[config.mk]
export PLATFORM = sky130hd
export DESIGN_NAME = dsp_accum_auxreg_decoder
export DESIGN_NICKNAME = d
export VERILOG_FILES = /design/src/rtl/dsp_decode_pkg.sv /design/src/rtl/dsp_accum_auxreg_decoder.sv
export SDC_FILE = /design/constraint.sdc
export NUM_CORES = 1
export LEC_CHECK = 0
export ABC_AREA = 1
export BUFFER_PORTS_ARGS = -buffer_cell sky130_fd_sc_hd__buf_2
export CORE_MARGIN = 1.5
export CORE_UTILIZATION = 55
export DETAILED_ROUTE_END_ITERATION = 10
export PLACE_DENSITY = 0.9
export SKIP_LAST_GASP = 1
export SYNTH_ARGS = -nofsm -noshare
export SYNTH_HDL_FRONTEND = slang
export SYNTH_SLANG_ARGS = --single-unit
[constraint.sdc]
create_clock -name clock -period 3 [get_ports clock]
set_input_delay 0.45 -clock clock [delete_from_list [all_inputs] [get_ports clock]]
set_output_delay 0.45 -clock clock [all_outputs]
set_load 0.1 [all_outputs]
[src/rtl/dsp_decode_pkg.sv]
// Purpose: shared constants and types for the accumulator and
//          auxiliary-register instruction decoder.
// Assumes: 16-bit instruction words, 32-bit APB data.
// Notes:   none

package dsp_decode_pkg;

    // ----------------------------------------
    // Decoded operations
    // ----------------------------------------
    typedef enum logic [4:0] {
        OP_OTHER, OP_ADD, OP_SUB, OP_LOAD_ACC_SHIFTED,
        OP_ADD_HIGH_HALF, OP_ADD_UNSIGNED_EXT,
        OP_SUBTRACT_HIGH_HALF, OP_SUBTRACT_UNSIGNED_EXT,
        OP_CONDITIONAL_SUBTRACT, OP_CLEAR_LOAD_HIGH,
        OP_CLEAR_LOAD_LOW, OP_XOR, OP_AND, OP_OR, OP_ABS,
        OP_CLEAR_ACC, OP_LOAD_ACC_IMMEDIATE, OP_STORE_ACC_HIGH,
        OP_STORE_ACC_LOW, OP_LOAD_AUX_REG, OP_STORE_AUX_REG,
        OP_LOAD_AUX_IMMEDIATE, OP_LOAD_AUX_POINTER,
        OP_LOAD_PAGE_IMMEDIATE, OP_MODIFY_AUX_REG,
        OP_LOAD_PAGE_POINTER
    } op_e;

    // ----------------------------------------
    // APB register offsets and reset values
    // ----------------------------------------
    localparam logic [11:0] OFF_AUX0 = 12'h000;
    localparam logic [11:0] OFF_AUX1 = 12'h004;
    localparam logic [11:0] OFF_PTRS = 12'h008;
    localparam logic [11:0] OFF_LAST = 12'h00c;
    localparam logic [15:0] AUX_RST = 16'h0000;
    localparam logic ARP_RST = 1'b0;
    localparam logic DP_RST = 1'b0;

    // ----------------------------------------
    // Instruction field positions
    // ----------------------------------------
    localparam int MODE_BIT = 7;
    localparam int INC_BIT = 5;
    localparam int DEC_BIT = 4;
    localparam int KEEP_ARP_BIT = 3;
    localparam int RSEL_BIT = 8;
    localparam int SHIFT_W = 4;
    localparam int STSHIFT_W = 3;
    localparam int PORT_W = 3;
    localparam int ACC_HIGH_LSB = 16;
    localparam int ACC_LOW_MSB = 15;

    // ----------------------------------------
    // Opcode patterns
    // ----------------------------------------
    localparam logic [3:0] NIB_ADD = 4'h0;
    localparam logic [3:0] NIB_SUB = 4'h1;
    localparam logic [3:0] NIB_LAC = 4'h2;
    localparam logic [7:0] BYTE_ADD_HIGH_HALF = 8'h60;
    localparam logic [7:0] BYTE_ADD_UNSIGNED_EXT = 8'h61;
    localparam logic [7:0] BYTE_SUBTRACT_HIGH_HALF = 8'h62;
    localparam logic [7:0] BYTE_SUBTRACT_UNSIGNED_EXT = 8'h63;
    localparam logic [7:0] BYTE_CSUB = 8'h64;
    localparam logic [7:0] BYTE_ZLH = 8'h65;
    localparam logic [7:0] BYTE_ZLL = 8'h66;
    localparam logic [7:0] BYTE_MODAUX = 8'h68;
    localparam logic [7:0] BYTE_LDPG = 8'h6f;
    localparam logic [7:0] BYTE_XOR = 8'h78;
    localparam logic [7:0] BYTE_AND = 8'h79;
    localparam logic [7:0] BYTE_OR = 8'h7a;
    localparam logic [7:0] BYTE_LACC_IMM = 8'h7e;
    localparam logic [7:0] BYTE_STLOW = 8'h50;
    localparam logic [4:0] TOP_STHIGH = 5'h0b;
    localparam logic [6:0] TOP_LDAUX = 7'h1c;
    localparam logic [6:0] TOP_STAUX = 7'h18;
    localparam logic [6:0] TOP_LDAUX_IMM = 7'h38;
    localparam logic [14:0] TOP_LDARP = 15'h3440;
    localparam logic [14:0] TOP_LDPG_IMM = 15'h3700;
    localparam logic [15:0] WORD_ABS = 16'h7f88;
    localparam logic [15:0] WORD_CLR = 16'h7f89;

    // ----------------------------------------
    // Cycle and word counts
    // ----------------------------------------
    localparam logic [1:0] CYC_ONE = 2'h1;
    localparam logic [1:0] WORDS_ONE = 2'h1;
    localparam logic [1:0] CNT_NONE = 2'h0;

endpackage

[src/rtl/dsp_accum_auxreg_decoder.sv]
// Purpose: decode accumulator and aux-register instructions and
//          generate the data memory operand address.
// Assumes: one instruction per instrValid cycle; memory reads for
//          aux/page loads return on operandValid.
// Notes:   all outputs registered; APB gives access to pointers.
//
// Implementation choices: the address map and the APB register port.
`timescale 1ns/1ps

module dsp_accum_auxreg_decoder
    import dsp_decode_pkg::*;
(
    // Clock and reset
    input wire logic clock,
    input wire logic rst_b,
    // Instruction in
    input wire logic instrValid,
    input wire logic [15:0] instrWord,
    // Operand returned for aux and page loads
    input wire logic operandValid,
    input wire logic [15:0] operandData,
    // Decoded instruction out
    output logic decValid,
    output dsp_decode_pkg::op_e decOp,
    output logic [7:0] dataAddr,
    output logic memRead,
    output logic memWrite,
    output logic indirectMode,
    output logic [dsp_decode_pkg::SHIFT_W-1:0] shiftCode,
    output logic [dsp_decode_pkg::STSHIFT_W-1:0] storeShift,
    output logic [dsp_decode_pkg::PORT_W-1:0] portAddr,
    output logic [7:0] immValue,
    output logic unsignedExt,
    output logic accHigh,
    output logic accLow,
    output logic [15:0] storeAuxData,
    output logic [1:0] cycleCount,
    output logic [1:0] wordCount,
    // Words for other decoders
    output logic otherValid,
    output logic [15:0] otherWord,
    // Pointer state
    output logic auxPointer,
    output logic pagePointer,
    // APB slave
    input wire logic [11:0] paddr,
    input wire logic psel,
    input wire logic penable,
    input wire logic pwrite,
    input wire logic [31:0] pwdata,
    output logic [31:0] prdata,
    output logic pready,
    output logic pslverr
);
    import dsp_decode_pkg::*;

    // ----------------------------------------
    // State
    // ----------------------------------------
    logic [15:0] auxReg_ff [2]; // Aux registers zero and one
    logic auxPtr_ff; // Selects current aux register
    logic pagePtr_ff; // Data page bit
    logic [1:0] loadTgt_ff; // Pending memory load target
    logic [15:0] lastWord_ff; // Last decoded word
    op_e lastOp_ff; // Last decoded operation
    logic pready_ff;
    logic pslverr_ff;
    logic [31:0] prdata_ff;

    // Pending load targets
    localparam logic [1:0] TGT_NONE = 2'h0;
    localparam logic [1:0] TGT_AUX0 = 2'h1;
    localparam logic [1:0] TGT_AUX1 = 2'h2;
    localparam logic [1:0] TGT_PAGE = 2'h3;

    // ----------------------------------------
    // Pattern match
    // ----------------------------------------
    logic [15:0] w;
    op_e nxt_op;
    assign w = instrWord;

    // Exact words first, then 15-bit prefixes, then nibbles before 5- and 7-bit prefixes
    always_comb
    begin
        nxt_op = OP_OTHER;
        if (w == WORD_ABS)
            nxt_op = OP_ABS;
        else if (w == WORD_CLR)
            nxt_op = OP_CLEAR_ACC;
        else if (w[15:1] == TOP_LDARP)
            nxt_op = OP_LOAD_AUX_POINTER;
        else if (w[15:1] == TOP_LDPG_IMM)
            nxt_op = OP_LOAD_PAGE_IMMEDIATE;
        else if (w[15:12] == NIB_ADD)
            nxt_op = OP_ADD;
        else if (w[15:12] == NIB_SUB)
            nxt_op = OP_SUB;
        else if (w[15:12] == NIB_LAC)
            nxt_op = OP_LOAD_ACC_SHIFTED;
        else if (w[15:11] == TOP_STHIGH)
            nxt_op = OP_STORE_ACC_HIGH;
        else if (w[15:9] == TOP_LDAUX)
            nxt_op = OP_LOAD_AUX_REG;
        else if (w[15:9] == TOP_STAUX)
            nxt_op = OP_STORE_AUX_REG;
        else if (w[15:9] == TOP_LDAUX_IMM)
            nxt_op = OP_LOAD_AUX_IMMEDIATE;
        else
        begin
            // Byte opcodes; anything else stays other-group
            case (w[15:8])
                BYTE_ADD_HIGH_HALF: nxt_op = OP_ADD_HIGH_HALF;
                BYTE_ADD_UNSIGNED_EXT: nxt_op = OP_ADD_UNSIGNED_EXT;
                BYTE_SUBTRACT_HIGH_HALF: nxt_op = OP_SUBTRACT_HIGH_HALF;
                BYTE_SUBTRACT_UNSIGNED_EXT: nxt_op = OP_SUBTRACT_UNSIGNED_EXT;
                BYTE_CSUB: nxt_op = OP_CONDITIONAL_SUBTRACT;
                BYTE_ZLH: nxt_op = OP_CLEAR_LOAD_HIGH;
                BYTE_ZLL: nxt_op = OP_CLEAR_LOAD_LOW;
                BYTE_XOR: nxt_op = OP_XOR;
                BYTE_AND: nxt_op = OP_AND;
                BYTE_OR: nxt_op = OP_OR;
                BYTE_LACC_IMM: nxt_op = OP_LOAD_ACC_IMMEDIATE;
                BYTE_STLOW: nxt_op = OP_STORE_ACC_LOW;
                BYTE_MODAUX: nxt_op = OP_MODIFY_AUX_REG;
                BYTE_LDPG: nxt_op = OP_LOAD_PAGE_POINTER;
                default: nxt_op = OP_OTHER;
            endcase
        end
    end

    // ----------------------------------------
    // Operation attributes
    // ----------------------------------------
    logic rd; // Reads data memory
    logic wr; // Writes data memory
    logic modOnly; // Address modify without access
    logic immed; // Operand in the word itself
    logic unsg; // No sign extension
    logic hi; // Targets high half
    logic lo; // Targets low half

    always_comb
    begin
        rd = 1'b0;
        wr = 1'b0;
        modOnly = 1'b0;
        immed = 1'b0;
        unsg = 1'b0;
        hi = 1'b0;
        lo = 1'b0;
        case (nxt_op)
            OP_ADD, OP_SUB, OP_LOAD_ACC_SHIFTED, OP_XOR, OP_AND,
            OP_OR, OP_CONDITIONAL_SUBTRACT, OP_LOAD_AUX_REG,
            OP_LOAD_PAGE_POINTER:
                rd = 1'b1;
            OP_ADD_HIGH_HALF, OP_SUBTRACT_HIGH_HALF,
            OP_CLEAR_LOAD_HIGH:
            begin
                rd = 1'b1;
                hi = 1'b1;
            end
            OP_ADD_UNSIGNED_EXT, OP_SUBTRACT_UNSIGNED_EXT:
            begin
                rd = 1'b1;
                unsg = 1'b1;
            end
            OP_CLEAR_LOAD_LOW:
            begin
                rd = 1'b1;
                unsg = 1'b1;
                lo = 1'b1;
            end
            OP_STORE_ACC_HIGH:
            begin
                wr = 1'b1;
                hi = 1'b1;
            end
            OP_STORE_ACC_LOW:
            begin
                wr = 1'b1;
                lo = 1'b1;
            end
            OP_STORE_AUX_REG:
                wr = 1'b1;
            OP_MODIFY_AUX_REG:
                modOnly = 1'b1;
            OP_LOAD_ACC_IMMEDIATE, OP_LOAD_AUX_IMMEDIATE:
                immed = 1'b1;
            default:
                rd = 1'b0; // No operand at all
        endcase
    end

    // ----------------------------------------
    // Address generation
    // ----------------------------------------
    logic useMem; // Has a data memory operand
    logic indir; // Indirect mode this word
    logic [15:0] selAux; // Currently selected aux
    logic [7:0] nxt_addr;
    logic step; // Indirect update applies
    logic apbWr; // APB write completes
    logic apbSetup;

    assign useMem = rd | wr | modOnly;
    // Immediate words never take bit 7 as a mode bit
    assign indir = useMem & ~immed & w[MODE_BIT];
    assign selAux = auxReg_ff[auxPtr_ff];
    assign nxt_addr = indir ? selAux[7:0]
                            : {pagePtr_ff, w[6:0]};
    assign step = instrValid & indir;
    assign apbSetup = psel & ~penable;
    assign apbWr = psel & penable & pwrite & pready_ff;

    // ----------------------------------------
    // Aux registers, one per entry
    // ----------------------------------------
    // A returning operand wins over a same-cycle step, because the
    // load was issued earlier and software expects its value
    generate
        for (genvar i = 0; i < 2; i++)
        begin : g_aux
            logic inc;
            logic dec;
            logic mine;
            logic [11:0] off;
            assign inc = w[INC_BIT] & ~w[DEC_BIT];
            assign dec = w[DEC_BIT] & ~w[INC_BIT];
            assign mine = (auxPtr_ff == 1'(i));
            assign off = (i == 0) ? OFF_AUX0 : OFF_AUX1;

            // Load, immediate load, step, then software write
            always_ff @(posedge clock or negedge rst_b)
            begin
                if (!rst_b)
                    auxReg_ff[i] <= AUX_RST;
                else if (operandValid && loadTgt_ff == 2'(i + 1))
                    auxReg_ff[i] <= operandData;
                else if (instrValid &&
                         nxt_op == OP_LOAD_AUX_IMMEDIATE &&
                         w[RSEL_BIT] == 1'(i))
                    auxReg_ff[i] <= {8'h00, w[7:0]};
                else if (step && mine && inc)
                    auxReg_ff[i] <= auxReg_ff[i] + 16'h0001;
                else if (step && mine && dec)
                    auxReg_ff[i] <= auxReg_ff[i] - 16'h0001;
                else if (apbWr && paddr == off)
                    auxReg_ff[i] <= pwdata[15:0];
            end
        end
    endgenerate

    // ----------------------------------------
    // Aux pointer
    // ----------------------------------------
    always_ff @(posedge clock or negedge rst_b)
    begin
        if (!rst_b)
            auxPtr_ff <= ARP_RST;
        else if (instrValid && nxt_op == OP_LOAD_AUX_POINTER)
            auxPtr_ff <= w[0];
        else if (step && !w[KEEP_ARP_BIT])
            auxPtr_ff <= w[0];
        else if (apbWr && paddr == OFF_PTRS)
            auxPtr_ff <= pwdata[0];
    end

    // ----------------------------------------
    // Data page pointer
    // ----------------------------------------
    always_ff @(posedge clock or negedge rst_b)
    begin
        if (!rst_b)
            pagePtr_ff <= DP_RST;
        else if (operandValid && loadTgt_ff == TGT_PAGE)
            pagePtr_ff <= operandData[0];
        else if (instrValid && nxt_op == OP_LOAD_PAGE_IMMEDIATE)
            pagePtr_ff <= w[0];
        else if (apbWr && paddr == OFF_PTRS)
            pagePtr_ff <= pwdata[1];
    end

    // ----------------------------------------
    // Pending memory load target
    // ----------------------------------------
    // Only one load tracked; a second issued before the first
    // returns replaces it
    always_ff @(posedge clock or negedge rst_b)
    begin
        if (!rst_b)
            loadTgt_ff <= TGT_NONE;
        else if (instrValid && nxt_op == OP_LOAD_AUX_REG)
            loadTgt_ff <= w[RSEL_BIT] ? TGT_AUX1 : TGT_AUX0;
        else if (instrValid && nxt_op == OP_LOAD_PAGE_POINTER)
            loadTgt_ff <= TGT_PAGE;
        else if (operandValid)
            loadTgt_ff <= TGT_NONE;
    end

    // ----------------------------------------
    // Decoded outputs
    // ----------------------------------------
    always_ff @(posedge clock or negedge rst_b)
    begin
        if (!rst_b)
        begin
            decValid <= 1'b0;
            decOp <= OP_OTHER;
            dataAddr <= 8'h00;
            memRead <= 1'b0;
            memWrite <= 1'b0;
            indirectMode <= 1'b0;
            shiftCode <= 4'h0;
            storeShift <= 3'h0;
            portAddr <= 3'h0;
            immValue <= 8'h00;
            unsignedExt <= 1'b0;
            accHigh <= 1'b0;
            accLow <= 1'b0;
            storeAuxData <= 16'h0000;
            cycleCount <= CNT_NONE;
            wordCount <= CNT_NONE;
            otherValid <= 1'b0;
            otherWord <= 16'h0000;
        end
        else
        begin
            // Valid only for words this group owns
            decValid <= instrValid && nxt_op != OP_OTHER;
            otherValid <= instrValid && nxt_op == OP_OTHER;
            otherWord <= w;
            decOp <= nxt_op;
            dataAddr <= useMem ? nxt_addr : 8'h00;
            memRead <= instrValid & rd;
            memWrite <= instrValid & wr;
            indirectMode <= indir;
            shiftCode <= w[11:8];
            storeShift <= w[10:8];
            portAddr <= w[10:8];
            immValue <= w[7:0];
            unsignedExt <= unsg;
            accHigh <= hi;
            accLow <= lo;
            storeAuxData <= auxReg_ff[w[RSEL_BIT]];
            cycleCount <= (nxt_op == OP_OTHER) ? CNT_NONE : CYC_ONE;
            wordCount <= (nxt_op == OP_OTHER) ? CNT_NONE : WORDS_ONE;
        end
    end

    // Last decoded word, readable by software
    always_ff @(posedge clock or negedge rst_b)
    begin
        if (!rst_b)
        begin
            lastWord_ff <= 16'h0000;
            lastOp_ff <= OP_OTHER;
        end
        else if (instrValid)
        begin
            lastWord_ff <= w;
            lastOp_ff <= nxt_op;
        end
    end

    // ----------------------------------------
    // APB slave
    // ----------------------------------------
    // Answer with one fixed access cycle; data latched at setup
    always_ff @(posedge clock or negedge rst_b)
    begin
        if (!rst_b)
        begin
            pready_ff <= 1'b0;
            pslverr_ff <= 1'b0;
            prdata_ff <= 32'h0000_0000;
        end
        else
        begin
            pready_ff <= apbSetup;
            if (apbSetup)
            begin
                pslverr_ff <= 1'b0;
                case (paddr)
                    OFF_AUX0: prdata_ff <= {16'h0000, auxReg_ff[0]};
                    OFF_AUX1: prdata_ff <= {16'h0000, auxReg_ff[1]};
                    OFF_PTRS:
                        prdata_ff <= {30'h0, pagePtr_ff, auxPtr_ff};
                    OFF_LAST:
                        prdata_ff <= {11'h0, lastOp_ff, lastWord_ff};
                    default:
                    begin
                        // Unmapped: error and zero data
                        prdata_ff <= 32'h0000_0000;
                        pslverr_ff <= 1'b1;
                    end
                endcase
            end
        end
    end

    assign prdata = prdata_ff;
    assign pready = pready_ff;
    assign pslverr = pslverr_ff;
    assign auxPointer = auxPtr_ff;
    assign pagePointer = pagePtr_ff;

endmodule // dsp_accum_auxreg_decoder

==> Word-level counts from Yosys, hierarchy flattened <==
Index checks and enable logic that the tools add are counted.
{ "classes": {"add_sub_neg": 4, "order_cmp": 2, "n_eq_ne": 53, "muxes": 50, "bitwise_logic": 21, "reduce_logical": 39} }
{ "ops": {"columns": ["operator", "n"], "rows": [
  ["16-bit two-way mux", 13],
  ["8-bit by 7-bit == test with 1-bit output (second input constant)", 14],
  ["21-bit case mux with 4 select lines", 1],
  ["5-bit case mux with 14 select lines", 1],
  ["5-bit two-way mux", 11],
  ["5-bit == test (second input constant)", 10],
  ["8-bit two-way mux", 5],
  ["5-bit by 4-bit == test with 1-bit output (second input constant)", 7],
  ["16-bit by 1-bit adder with 16-bit output (second input constant)", 2],
  ["16-bit by 15-bit == test with 1-bit output (second input constant)", 2],
  ["16-bit by 1-bit subtractor with 16-bit output (second input constant)", 2],
  ["15-bit by 14-bit == test with 1-bit output (second input constant)", 2],
  ["12-bit by 4-bit == test with 1-bit output (second input constant)", 2],
  ["1-bit logical AND", 22],
  ["5-bit by 3-bit == test with 1-bit output (second input constant)", 4],
  ["1-bit two-way mux", 15],
  ["5-bit nonzero test", 3],
  ["15-bit OR reduction", 1],
  ["7-bit by 5-bit == test with 1-bit output (second input constant)", 2],
  ["12-bit by 3-bit == test with 1-bit output (second input constant)", 1],
  ["12-bit zero test", 1],
  ["1-bit AND", 11],
  ["5-bit by 2-bit == test with 1-bit output (second input constant)", 2],
  ["3-bit nonzero test", 3],
  ["other kinds (17)", 32]
]} }
{ "word_totals": {"register_bits": 160, "in_bits": 83, "output_inout_bits": 111, "word_cells": 195} }

==> Logic depth before layout (Yosys ltp) <==
Gate-level depths: netlist (run 1).
{ "logic_depth": {"ltp_word": 27, "ltp_mapped": 22, "ltp_nobuf": 21} }

==> Worst setup path after synthesis (run 1) <==
Ideal clock, no wire load.
{ "synth_timing": {"kind": "input to register", "from": "input port instrWord[0]", "to": "register auxReg_ff[11] in the netlist's numbering", "setup_time_ps": 127, "arrival_ps": 2267, "required_time_ps": 2873, "path_slack_ps": 607, "cell_stages": 17, "n_path_buf": 2, "cell_sequence": "clkbuf_1 nor2_1 nand4_1 nor2_1 nor2_1 nand2_1 nor2_1 nand4_1 nand2_2 nand3_2 nor2_4 nand2_2 nand2_4 nor2_4 buf_6 a21oi_1 a21oi_1"} }
{ "synth_via": {"elab_chain_len": 17, "elab_cells_between_ends": 48, "cone_classes": "eq/ne (23); mux (10); bitwise (6); reduce/logical (9)"} }
{ "synth_rtl": {"columns": ["item", "line_no", "source"], "rows": [
  ["from (decl)", "dsp_accum_auxreg_decoder.sv:18", "input wire logic [15:0] instrWord,"],
  ["16-bit by 15-bit == test with 1-bit output", "dsp_accum_auxreg_decoder.sv:89", "else if (w == WORD_CLR)"],
  ["5-bit two-way mux", "dsp_accum_auxreg_decoder.sv:89", null],
  ["5-bit two-way mux (*)", "dsp_accum_auxreg_decoder.sv:87", "if (w == WORD_ABS)"],
  ["5-bit == test (tied with other cells)", "dsp_accum_auxreg_decoder.sv:152", "case (nxt_op)"],
  ["15-bit OR reduction (no source line) / 3-bit OR reduction (equally long branches)", null, null],
  ["1-bit two-way mux", "dsp_accum_auxreg_decoder.sv:152", null],
  ["1-bit OR (2 in series)", "dsp_accum_auxreg_decoder.sv:206", "assign useMem = rd | wr | modOnly;"],
  ["1-bit AND (2 in series)", "dsp_accum_auxreg_decoder.sv:208", "assign indir = useMem & ~immed & w[MODE_BIT];"],
  ["1-bit AND", "dsp_accum_auxreg_decoder.sv:212", "assign step = instrValid & indir;"],
  ["1-bit logical AND", "dsp_accum_auxreg_decoder.sv:244, dsp_accum_auxreg_decoder.sv:246", null],
  ["1-bit logical AND", "dsp_accum_auxreg_decoder.sv:246", "else if (step && mine && dec)"],
  ["16-bit two-way mux", "dsp_accum_auxreg_decoder.sv:246", null],
  ["16-bit two-way mux", "dsp_accum_auxreg_decoder.sv:244", "else if (step && mine && inc)"],
  ["16-bit two-way mux", "dsp_accum_auxreg_decoder.sv:240", "else if (instrValid &&"],
  ["16-bit two-way mux", "dsp_accum_auxreg_decoder.sv:238", "else if (operandValid && loadTgt_ff == 2'(i + 1))"],
  ["to (signal, indexed assignment)", "dsp_accum_auxreg_decoder.sv:239", "auxReg_ff[i] <= operandData;"],
  ["to (signal, indexed assignment)", "dsp_accum_auxreg_decoder.sv:245", "auxReg_ff[i] <= auxReg_ff[i] + 16'h0001;"],
  ["to (signal, indexed assignment)", "dsp_accum_auxreg_decoder.sv:247", "auxReg_ff[i] <= auxReg_ff[i] - 16'h0001;"],
  ["to (decl)", "dsp_accum_auxreg_decoder.sv:60", "logic [15:0] auxReg_ff [2];"]
]} }
Mark *: on every way between the ends. The rest lies on a longest branch, timed or not.
A chain may end at the register's enable or synchronous reset.

==> Worst setup path in the final report (run 1) <==
{ "layout_timing": {"from": "input port instrWord[5]", "to": "register auxReg_ff[9] in the netlist's numbering"} }
{ "layout_via": {"elab_chain_len": 19, "elab_cells_between_ends": 55, "cone_classes": "eq/ne (25); mux (12); bitwise (9); reduce/logical (9)"} }
{ "layout_rtl": {"columns": ["item", "line_no", "source"], "rows": [
  ["15-bit by 14-bit == test with 1-bit output", "dsp_accum_auxreg_decoder.sv:93", "else if (w[15:1] == TOP_LDPG_IMM)"],
  ["5-bit two-way mux", "dsp_accum_auxreg_decoder.sv:93", null],
  ["5-bit two-way mux", "dsp_accum_auxreg_decoder.sv:91", "else if (w[15:1] == TOP_LDARP)"],
  ["5-bit two-way mux", "dsp_accum_auxreg_decoder.sv:89", null],
  ["5-bit two-way mux", "dsp_accum_auxreg_decoder.sv:87", null],
  ["5-bit == test (tied with other cells)", "dsp_accum_auxreg_decoder.sv:152", null],
  ["15-bit OR reduction (no source line) / 3-bit OR reduction (equally long branches)", null, null],
  ["1-bit two-way mux", "dsp_accum_auxreg_decoder.sv:152", null],
  ["1-bit OR (2 in series)", "dsp_accum_auxreg_decoder.sv:206", null],
  ["1-bit AND (2 in series)", "dsp_accum_auxreg_decoder.sv:208", null],
  ["1-bit AND", "dsp_accum_auxreg_decoder.sv:212", null],
  ["1-bit logical AND", "dsp_accum_auxreg_decoder.sv:244, dsp_accum_auxreg_decoder.sv:246", null],
  ["1-bit logical AND", "dsp_accum_auxreg_decoder.sv:246", null],
  ["16-bit two-way mux", "dsp_accum_auxreg_decoder.sv:246", null],
  ["16-bit two-way mux", "dsp_accum_auxreg_decoder.sv:244", null],
  ["16-bit two-way mux", "dsp_accum_auxreg_decoder.sv:240", null],
  ["16-bit two-way mux", "dsp_accum_auxreg_decoder.sv:238", null]
]} }
Several ways; a longest one is shown, not always the timed one.

==> impl_metrics.tcl, run 1 <==
set metrics [dict create \
    dr.first_iter.drc_count 817 \
    post-place-cells 1505 \
    final_hold_viol_count 0 \
    netlist-cell-type-count 45 \
    ys_top_cells_by_area "dfrtp_1 39%, nand2_1 13%, inv_1 5.4%" \
    ctsHtreeMaxLevel 4 \
    synthesis.area_per_instance_um2 7.283 \
    power.density_nw_per_um2 689.0 \
    worst_slew_margin_rel 0.4212 \
    power.total_mw 6.949 \
    ant_nets 0 \
    routed_wl_um 27110 \
    post_route_setup_tns_ns 0 \
    leakage_power_total_nw 5.405 \
    slew_worst_pin_ns 0.8662 \
    yosys_top_cell_by_area "dfrtp_1" \
    final_antenna_diode_count 0 \
    starting_density_of_the_core 0.5612 \
    final_period_minus_worst_setup_slack_ns 2.754 \
    layout.area.seq_um2 3353 \
    drcViolationCount 0 \
    critical-path-slowest-cell "nor2_4" \
    syn-cell-area_um2 8499 \
    cts.path.max_buffers 2 \
    areaGrowthSynthToFinish_pct 18.65 \
    outcome "finished clean" \
    clock_tree.root_cell "clkbuf_16" \
    grt_pass1_vias 7875 \
    finalNonFillerCells 1537 \
    clk_pin_slew_worst_paths_ns 0.06 \
    crit_fanout 30 \
    max_freq_ghz 0.3631 \
    num_rows 45 \
    die_w_um 127.3 \
    finish.instance_area_um2 10080 \
    rsz_0062_raised_after_global_routing "false" \
    maxCapViolCount 0 \
    grt_overflow_total 0 \
    delay_of_the_slowest_critical_path_stage_ns 0.65 \
    placeableCoreArea_um2 15150 \
    detail_route.vias_per_cell 5.597 \
    cpLargestDelayFamily "simple AND/OR/NAND/NOR gates" \
    detailed_place_hpwl_um 20670 \
    cp.required_ns 3.31 \
    timing.critical_path.to_type "flop" \
    ys_seq_elements 134 \
    count_of_buffering_cells_on_the_critical_path_with_inverters_included 3 \
    first_pass_iters 7 \
    place_congestion 0.9814 \
    avgRoutedWirePerCell_um 17.64 \
    initial_antenna_violation_count 0 \
    drive_gt1_frac 0.2298 \
    total_nets_final 1424 \
    cts_tree "yes" \
    clock_latency_on_the_worst_skew_pair_ns 0.42 \
    multiInputGateArea_um2 4121 \
    final_setup_fails 0 \
    maximum_number_of_pins_on_one_net_before_global_route_repair 75 \
    pin_count 194 \
    place_area_um2 9538 \
    syn-instance-count 1167 \
    max_vdd_drop_mv 0.4080 \
    floorplan.die_area_um2 16210 \
    slew_violations 0 \
    crit_path_category "input port to flop" \
    dieHeight_um 127.3 \
    groute.usage.overall 0.3413 \
    cts_num_sinks 134 \
    min-delay-path-class "input port to flop" \
    final.fill_count 1293 \
    final.setup_skew_ns 0.009276 \
    grt_first_pass_wirelength_um 42190 \
    synth_top_area_frac 0.3945 \
    cts_buf_count 17 \
    yosys_warnings 0 \
    portBuffers 164 \
    fin_crit_sh 0.9181 \
    timing.critical_path.arrival_ns 3.06 \
    critical_path.startpoint_type "input port" \
    cell_by_cell_trace_of_the_critical_path "buf_2, nor2_1, inv_1, nor3_1, nand3_1, nand2_2, nor2_1, nand4_1, nand2_2, nand3_2, nor2_4, nand2_2, nand2_4, nor2_4, clkinv_4, nor2_1, a21oi_1" \
    dr_total_vias 8602 \
    cts_resized 0 \
    synth_seq_area_share 0.3945 \
]
-- layout by cell type (no fill, tap or decap), drive strengths merged --
cell,instances
nand3,76
o221ai,6
a22o,5
ha,4
a32o,1
nor3,16
conb,13
or2,1
nand4,16
a22oi,7
xor2,41
o21ai,90
a31o,1
buf,220
clkbuf,18
o211ai,11
clkinv,12
o22ai,12
xnor2,2
bufinv,1
dlygate4sd3,1
o21bai,1
and2,2
nor4,10
a21oi,81
nand2,303
a31oi,1
clkinvlp,4
nor2,121
dfrtp,134
o31ai,1
inv,137
-- final timing paths --
check	from	end	slack (ns)	cells past startpoint
max reg2reg	auxReg_ff[0]	auxReg_ff[14]	0.41	13
max	instrWord[5]	auxReg_ff[9]	0.25	17
min	instrWord[4]	otherWord[4]	0.20	1
max in group asynchronous	rst_b	prdata[12]	1.76	3
min reg2reg	prdata[12]	prdata[12]	0.47	2
min in group asynchronous	rst_b	otherWord[0]	0.44	2
-- Yosys cell counts (all sizes together) --
cell    instances
inv           135
buf            56
nor4           10
o221ai          6
xnor2           2
and2            2
a21oi          81
nand3          76
nor3           16
o22ai          12
o31ai           1
o21ai          90
o211ai         11
or2             1
xor2           41
a31oi           1
a32o            1
a31o            1
dfrtp         134
clkbuf         26
nand2         303
o21bai          1
ha              4
a22o            5
a22oi           7
nand4          16
clkinv          6
nor2          121
conb            1
-- kinds of logic (layout without fill, tap and decap cells) --
family | Yosys count | count (layout) | share of synthesized area
compound gates | 217 | 217 | 0.1450
simple gates | 545 | 545 | 0.2840
fa+ha+maj | 4 | 4 | 0.005889
xor+xnor | 43 | 43 | 0.04431
flops | 134 | 134 | 0.3945
other cells | 1 | 13 | 0.0004412
buf+inv | 223 | 393 | 0.1259
-- layout make-up --
class,count,area share
Multi-Input combinational cell,822,0.4087
Timing Repair Buffer,221,0.1293
Clock inverter,13,0.01067
Inverter,141,0.05298
Sequential cell,134,0.3325
Tap cell,188,0.02333
Clock buffer,18,0.04256
-- power by group --
part / internal (mW) / switching, mW
clock network: 1.13 / 0.788
logic: 0.585 / 1.98
registers: 2.09 / 0.380
total: 3.80 / 3.15
-- metrics by stage --
| step | hold slack [ns] | utilization | worst slack, ns |
|---|---|---|---|
| 6_report | 0.1987 | 0.6658 | 0.2458 |
| 5_1_grt | 0.1849 | 0.6658 | 0.05383 |
| 4_1_cts | 0.1855 | 0.6658 | 0.3384 |
| 3_5_place_dp | 0.3369 | 0.6297 | -0.09689 |
| 3_3_place_gp | 0.3339 | 0.6297 | -0.03602 |
| 2_1_floorplan | 0.1544 | - | 0.6066 |
-- sequential cells by signal, summed over array words and instances, names as in the netlist --
| register | count |
|---|---|
| otherValid | 1 |
| auxReg_ff | 32 |
| memWrite | 1 |
| otherWord | 16 |
| decValid | 1 |
| pslverr | 1 |
| wordCount | 1 |
| accLow | 1 |
| prdata | 21 |
| storeAuxData | 16 |
| dataAddr | 8 |
| lastWord_ff | 16 |
| decOp | 5 |
| accHigh | 1 |
| indirectMode | 1 |
| lastOp_ff | 5 |
| unsignedExt | 1 |
| pready | 1 |
| auxPointer | 1 |
| memRead | 1 |
| loadTgt_ff | 2 |
| pagePointer | 1 |
-- routing by layer --
layer  share of wire  GRT usage
met3            0.11    0.08166
met5               0          0
met1            0.43     0.4881
met2            0.44     0.5081
met4           0.025     0.1197
-- timing repair --
action / CTS / global route
hold buffers: 1 / 0
setup buffers: 0 / 0
endpoints found under the hold margin: 16 / 0
Power figures use the tool's default switching activity.
==> run 2: changes to the inputs <==
Settings changed: BUFFER_PORTS_ARGS -buffer_cell sky130_fd_sc_hd__buf_2 to -buffer_cell sky130_fd_sc_hd__buf_4.
==> run 2 against run 1 <==
Net effect:
- via count is 1.9% higher
- count of clock-buffer cells in the layout is 1 higher
- sequential share of layout area shrank 1.4 points
- global-route usage grew 0.36 points
- sequential cell count unchanged
- largest cell class unchanged
- setup slack better by 0.031 ns
- register-to-register slack worse by 0.02 ns
- first-iteration DRC count grew 17%
- maximum frequency rose by 1.1%
- critical endpoint is now auxReg_ff[31]
==> impl_metrics.tcl, run 2 (synthesis gave the netlist of run 1 again) <==
set metrics [dict create \
    outcome "finished clean" \
    avgRoutedWirePerCell_um 18.30 \
    max_flop_register "auxReg_ff" \
    dp_worst_setup_slack_ns -0.08595 \
    cts.path.max_buffers 2 \
    grt_pass1_vias 8000 \
    die_w_um 127.3 \
    finish.instance_area_um2 10510 \
    layout.area.seq_um2 3353 \
    areaGrowthSynthToFinish_pct 23.70 \
    cp.required_ns 3.32 \
    starting_density_of_the_core 0.5612 \
    final.fill_count 1238 \
    cts_hold_buffers 0 \
    pin_count 194 \
    power.density_nw_per_um2 703.7 \
    slew_worst_pin_ns 0.7948 \
    crit_path_category "input port to flop" \
    final_period_minus_worst_setup_slack_ns 2.724 \
    timing.critical_path.arrival_ns 3.04 \
    crit_fanout 23 \
    max_vdd_drop_mv 0.4554 \
    fin_crit_sh 0.9079 \
    portBuffers 164 \
    clk_pin_slew_worst_paths_ns 0.06 \
    floorplan.die_area_um2 16210 \
    cts_post_setup_buffers_inserted 0 \
    cts_tree "yes" \
    worst_r2r_endpoint "auxReg_ff[15]" \
    detailed_place_hpwl_um 21080 \
    leakage_power_total_nw 5.508 \
    multiInputGateArea_um2 4121 \
    final_antenna_diode_count 0 \
    detail_route.vias_per_cell 5.738 \
    critical-path-top-cell-by-count "nor2_1" \
    commonest_cells_after_routing_fill_and_taps_aside "288 x nand2_1, 207 x buf_4, 134 x dfrtp_1" \
    routed_wl_um 27960 \
    power.total_mw 7.398 \
    grt_first_pass_wirelength_um 42710 \
    dr.first_iter.drc_count 954 \
    cts_buf_count 17 \
    post_route_setup_tns_ns 0 \
    ant_nets 0 \
    holdWs_ns 0.01211 \
    total_nets_final 1414 \
    crit_path_end "auxReg_ff[31]" \
    largest_register_ff_count 32 \
    first_pass_iters 6 \
    critical-path-slowest-cell "nor2_4" \
    timing.critical_path.to_type "flop" \
    critical_path.startpoint_type "input port" \
    dr_total_vias 8767 \
    worstSetupStartpoint "instrWord[15]" \
    drive_gt1_frac 0.2254 \
    maximum_number_of_pins_on_one_net_before_global_route_repair 44 \
    max_freq_ghz 0.3672 \
    final.setup.worst_slack_ns 0.2764 \
    ff2ff_path_depth 13 \
    clock_tree.root_cell "clkbuf_16" \
    initial_antenna_violation_count 0 \
    drcViolationCount 0 \
    final.setup_skew_ns 0.008349 \
    post-place-cells 1496 \
    place_area_um2 9878 \
    ctsHtreeMaxLevel 4 \
    finalNonFillerCells 1528 \
    final_hold_viol_count 0 \
    min-delay-path-class "input port to asynchronous set/reset pin" \
    clock_latency_on_the_worst_skew_pair_ns 0.43 \
    num_rows 45 \
    reg2reg_slack_ns 0.39 \
    dieHeight_um 127.3 \
    delay_of_the_slowest_critical_path_stage_ns 0.45 \
    r2r_path_start "auxReg_ff[2]" \
    final_setup_fails 0 \
    final_core_area_utilization 0.6942 \
    place_congestion 0.9968 \
    rsz_0062_raised_after_global_routing "false" \
    cell_by_cell_trace_of_the_critical_path "buf_4, inv_2, nand2_2, nor2_4, nand3_1, nor2_1, nor2_1, nand3_2, nor2_1, nand4_1, nand2_2, nand3_2, nor2_2, o21ai_2, nand2_1, nor2_4, inv_2, nor2_1, a21oi_1" \
    cts_num_sinks 134 \
    worst_slew_margin_rel 0.4666 \
    slew_violations 0 \
    maxCapViolCount 0 \
    final_common_cell "nand2_1" \
    cts_resized 0 \
    placeableCoreArea_um2 15150 \
    groute.usage.overall 0.3450 \
    grt_overflow_total 0 \
]
run 2: cell types whose count changed in the layout (fill, tap and decap cells not counted), sizes merged:
cell	before	now
buf	220	211
inv	137	138
bufinv	1	4
dlygate4sd3	1	0
clkinvlp	4	2
clkbuf	18	19
clkinv	12	10
run 2: how the worst min path moves through the flow:
stage                    to  slack [ns]  cells after the start
2_1_floorplan       accHigh        0.15                      0
3_3_place_gp   otherWord[6]        0.47                      1
3_5_place_dp   lastOp_ff[4]        0.47                      2
4_1_cts        otherWord[6]        0.03                      1
5_1_grt        otherWord[0]        0.06                      1
6_report       otherWord[6]        0.01                      1
run 2: final cells by class:
class | count | area share
Tap cell | 188 | 0.02237
Clock buffer | 19 | 0.04213
Timing Repair Buffer | 211 | 0.1554
Clock inverter | 13 | 0.01833
Inverter | 141 | 0.05082
Sequential cell | 134 | 0.3189
Multi-Input combinational cell | 822 | 0.3920
run 2: report_power, final:
group / switching (mW) / leakage [nW] / internal [mW] / total (mW)
Clock: 0.836 / 0.305 / 1.42 / 2.26
Sequential: 0.392 / 1.69 / 2.09 / 2.48
Combinational: 1.99 / 3.52 / 0.671 / 2.66
Total: 3.21 / 5.51 / 4.18 / 7.40
run 2: worst max-delay path: cells and delay by family:
| family | cells | cell delay, ns |
|---|---|---|
| AO/OA/AOI/OAI | 2 | 0.12 |
| buffers and inverters | 3 | 0.40 |
| AND/OR/NAND/NOR | 14 | 2.06 |
run 2: layer usage:
layer  vias up  GRT usage  wire length, µm
met4         2     0.1330              782
met5         -    0.03406               71
met3        66    0.07035             3155
met2       560     0.5208            12390
li1       4058          -                -
met1      4081     0.4872            11560
==> run 3: changes to the inputs <==
Settings changed: ABC_AREA 1 to 0, CORE_UTILIZATION 55 to 56, PLACE_DENSITY 0.9 to 0.91.
==> run 3 against run 2 <==
Net effect:
- synthesized cell count down 16%
- first-iteration DRC count up 34%
- via count up 5.9%
==> impl_metrics.tcl, run 3 <==
set metrics [dict create \
    critical-path-slowest-cell "a211oi_1" \
    syn-instance-count 977 \
    max_flop_register "auxReg_ff" \
    first_pass_iters 6 \
    commonest_cells_after_routing_fill_and_taps_aside "295 x buf_4, 134 x dfrtp_1, 88 x nor2_1" \
    detailed_place_hpwl_um 23090 \
    routed_wl_um 32120 \
    power.total_mw 8.005 \
    cts_tree "yes" \
    fin_crit_sh 0.9936 \
    power.density_nw_per_um2 687.1 \
    internal_power_mw 4.511 \
    total_nets_final 1285 \
    final.setup.worst_slack_ns 0.01906 \
    synthesis.area_per_instance_um2 8.979 \
    outcome "finished clean" \
    floorplan.die_area_um2 16430 \
    die_w_um 128.2 \
    clk_pin_slew_worst_paths_ns 0.06 \
    grt_pass1_vias 8725 \
    yosys_warnings 0 \
    syn-cell-area_um2 8772 \
    post-place-cells 1383 \
    placeableCoreArea_um2 15260 \
    leakage_power_total_nw 5.253 \
    drive_gt1_frac 0.3537 \
    final_antenna_diode_count 0 \
    cts.path.max_buffers 2 \
    max_freq_ghz 0.3355 \
    maximum_number_of_pins_on_one_net_before_global_route_repair 65 \
    max_vdd_drop_mv 0.4919 \
    finish.instance_area_um2 11650 \
    cpLargestDelayFamily "compound AO/OA/AOI/OAI gates" \
    cts_hold_buffers 0 \
    comb_power_share 0.397 \
    maxCapViolCount 0 \
    ys.flop_type "dfrtp_1" \
    groute.usage.overall 0.3886 \
    power_switching_share 0.4365 \
    synth_edf_count 0 \
    starting_density_of_the_core 0.5749 \
    rsz_0062_raised_after_global_routing "true" \
    clock_latency_on_the_worst_skew_pair_ns 0.43 \
    num_rows 45 \
    clock_power_share 0.276 \
    timing.critical_path.arrival_ns 3.28 \
    dp_worst_setup_slack_ns -0.4251 \
    multiInputGateArea_um2 4956 \
    ant_nets 0 \
    synth_seq_area_share 0.3823 \
    slew_violations 0 \
    timing.critical_path.to_type "flop" \
    netlist_top_cells_count "134 x dfrtp_1, 88 x nor2_1, 85 x nand2_1, 57 x clkbuf_1, 56 x a21oi_1" \
    place_congestion 1.012 \
    cts_buf_count 17 \
    postSynth.asyncResetShare 1.000 \
    dr_total_vias 9288 \
    min-delay-path-class "input port to asynchronous set/reset pin" \
    count_of_buffering_cells_on_the_critical_path_with_inverters_included 3 \
    dr.first_iter.drc_count 1283 \
    critical_path.startpoint_type "input port" \
    initial_antenna_violation_count 0 \
    synth_top_area_frac 0.3823 \
    final.fill_count 1047 \
    clock_tree.root_cell "clkbuf_16" \
    crit_fanout 16 \
    place_area_um2 10810 \
    largest_register_ff_count 32 \
    grt_first_pass_wirelength_um 48570 \
    ctsHtreeMaxLevel 4 \
    areaGrowthSynthToFinish_pct 32.81 \
    post_route_setup_tns_ns 0 \
    final_common_cell "buf_4" \
    pwr-share-seq 0.327 \
    slew_worst_pin_ns 0.7292 \
    cp.required_ns 3.30 \
    avgRoutedWirePerCell_um 22.60 \
    dieHeight_um 128.2 \
    crit_path_category "input port to flop" \
    synthMostInstantiatedCell "dfrtp_1" \
    layout.area.seq_um2 3353 \
    detail_route.vias_per_cell 6.536 \
    yosys_top_cell_by_area "dfrtp_1" \
    final_period_minus_worst_setup_slack_ns 2.981 \
    delay_of_the_slowest_critical_path_stage_ns 0.34 \
    cell_by_cell_trace_of_the_critical_path "buf_4, buf_4, or2_2, a211oi_1, o31ai_2, and2_4, mux2i_4, o2111ai_4, and3_4, buf_12, nand2_1, a211oi_1, o31ai_1" \
    final.setup_skew_ns 0.009294 \
    cts_num_sinks 134 \
    pin_count 194 \
    grt_overflow_total 0 \
    switchingPower_mw 3.495 \
    worst_slew_margin_rel 0.5121 \
    drcViolationCount 0 \
    final_setup_fails 0 \
    ys_seq_elements 134 \
    reg2reg_slack_ns 0.03 \
    final_hold_viol_count 0 \
    ys_top_cells_by_area "dfrtp_1 38%, mux2_2 4.0%, nor2_1 3.8%" \
    finalNonFillerCells 1421 \
    portBuffers 164 \
    netlist-cell-type-count 104 \
]
## run 3: cell types whose count changed after synthesis, sizes merged, moves of 29 or more
cell	before	now
clkbuf	26	59
inv	135	22
mux2	0	31
nand2	303	85
nand3	76	29
nor2	121	89
o21ai	90	55
o31ai	1	30
xor2	41	9
## run 3: final timing paths
| path | cells after the start | endpoint | startpoint |
|---|---|---|---|
| worst max-delay path | 13 | auxReg_ff[3] | instrWord[9] |
| max in group asynchronous | 2 | auxReg_ff[1] | rst_b |
| min in group clock | 1 | otherWord[13] | instrWord[13] |
| worst min register to register | 2 | prdata[10] | prdata[10] |
| worst max register to register | 10 | auxReg_ff[31] | auxReg_ff[20] |
| worst min-delay path | 1 | prdata[11] | rst_b |
## run 3: worst register-to-register path: cells and delay by family (launching register included)
kind               cells  cell delay [ns]
and+or+nand+nor        6             2.04
DFF                    1             0.39
AOI/OAI and AO/OA      4             0.43
## run 3: power by group through the flow
stage	combinational (mW)	sequential [mW]	clock, mW
after floorplan	1.48	3.20	0
after CTS	3.08	2.57	2.20
after global placement	2.99	2.57	0
final	3.18	2.62	2.21
after global routing	3.29	2.65	2.29
after detailed placement	3.05	2.59	0
## run 3: final cells by class
cell class / count / area share
multi-input cells: 716 / 0.4254
inverters: 22 / 0.007088
clock inverters: 8 / 0.01267
clock buffers: 23 / 0.03931
well taps: 211 / 0.02266
flip-flops and latches: 134 / 0.2878
repair buffers: 307 / 0.2050
## run 3: metrics by stage
| stage | util | hold slack [ns] |
|---|---|---|
| floorplan | - | 0.1544 |
| global placement | 0.7087 | 0.4616 |
| detailed placement | 0.7087 | 0.4678 |
| CTS | 0.7514 | 0.04423 |
| global route | 0.7635 | 0.07148 |
| finish | 0.7635 | 0.02767 |
## run 3: timing repair
action                     4_1_cts  5_1_grt
setup buffers                    2        5
resized for setup                4       32
pin swaps                        2       15
setup endpoints to repair        1       32
## run 3: metal layers
metal,vias up,GRT usage,part of all wire
li1,4011,-,-
met1,4342,0.5168,0.38
met2,780,0.5987,0.45
met3,155,0.08139,0.12
met4,0,0.2042,0.054
met5,-,0,0
## run 3: kinds of logic after synthesis
logic type / Yosys count / synth area share
buf+inv: 139 / 0.08144
mux: 61 / 0.07731
compound gates: 284 / 0.2342
xor+xnor: 20 / 0.01997
simple gates: 334 / 0.1987
flops: 134 / 0.3823
fa+ha+maj: 4 / 0.005706
other cells: 1 / 0.0004275
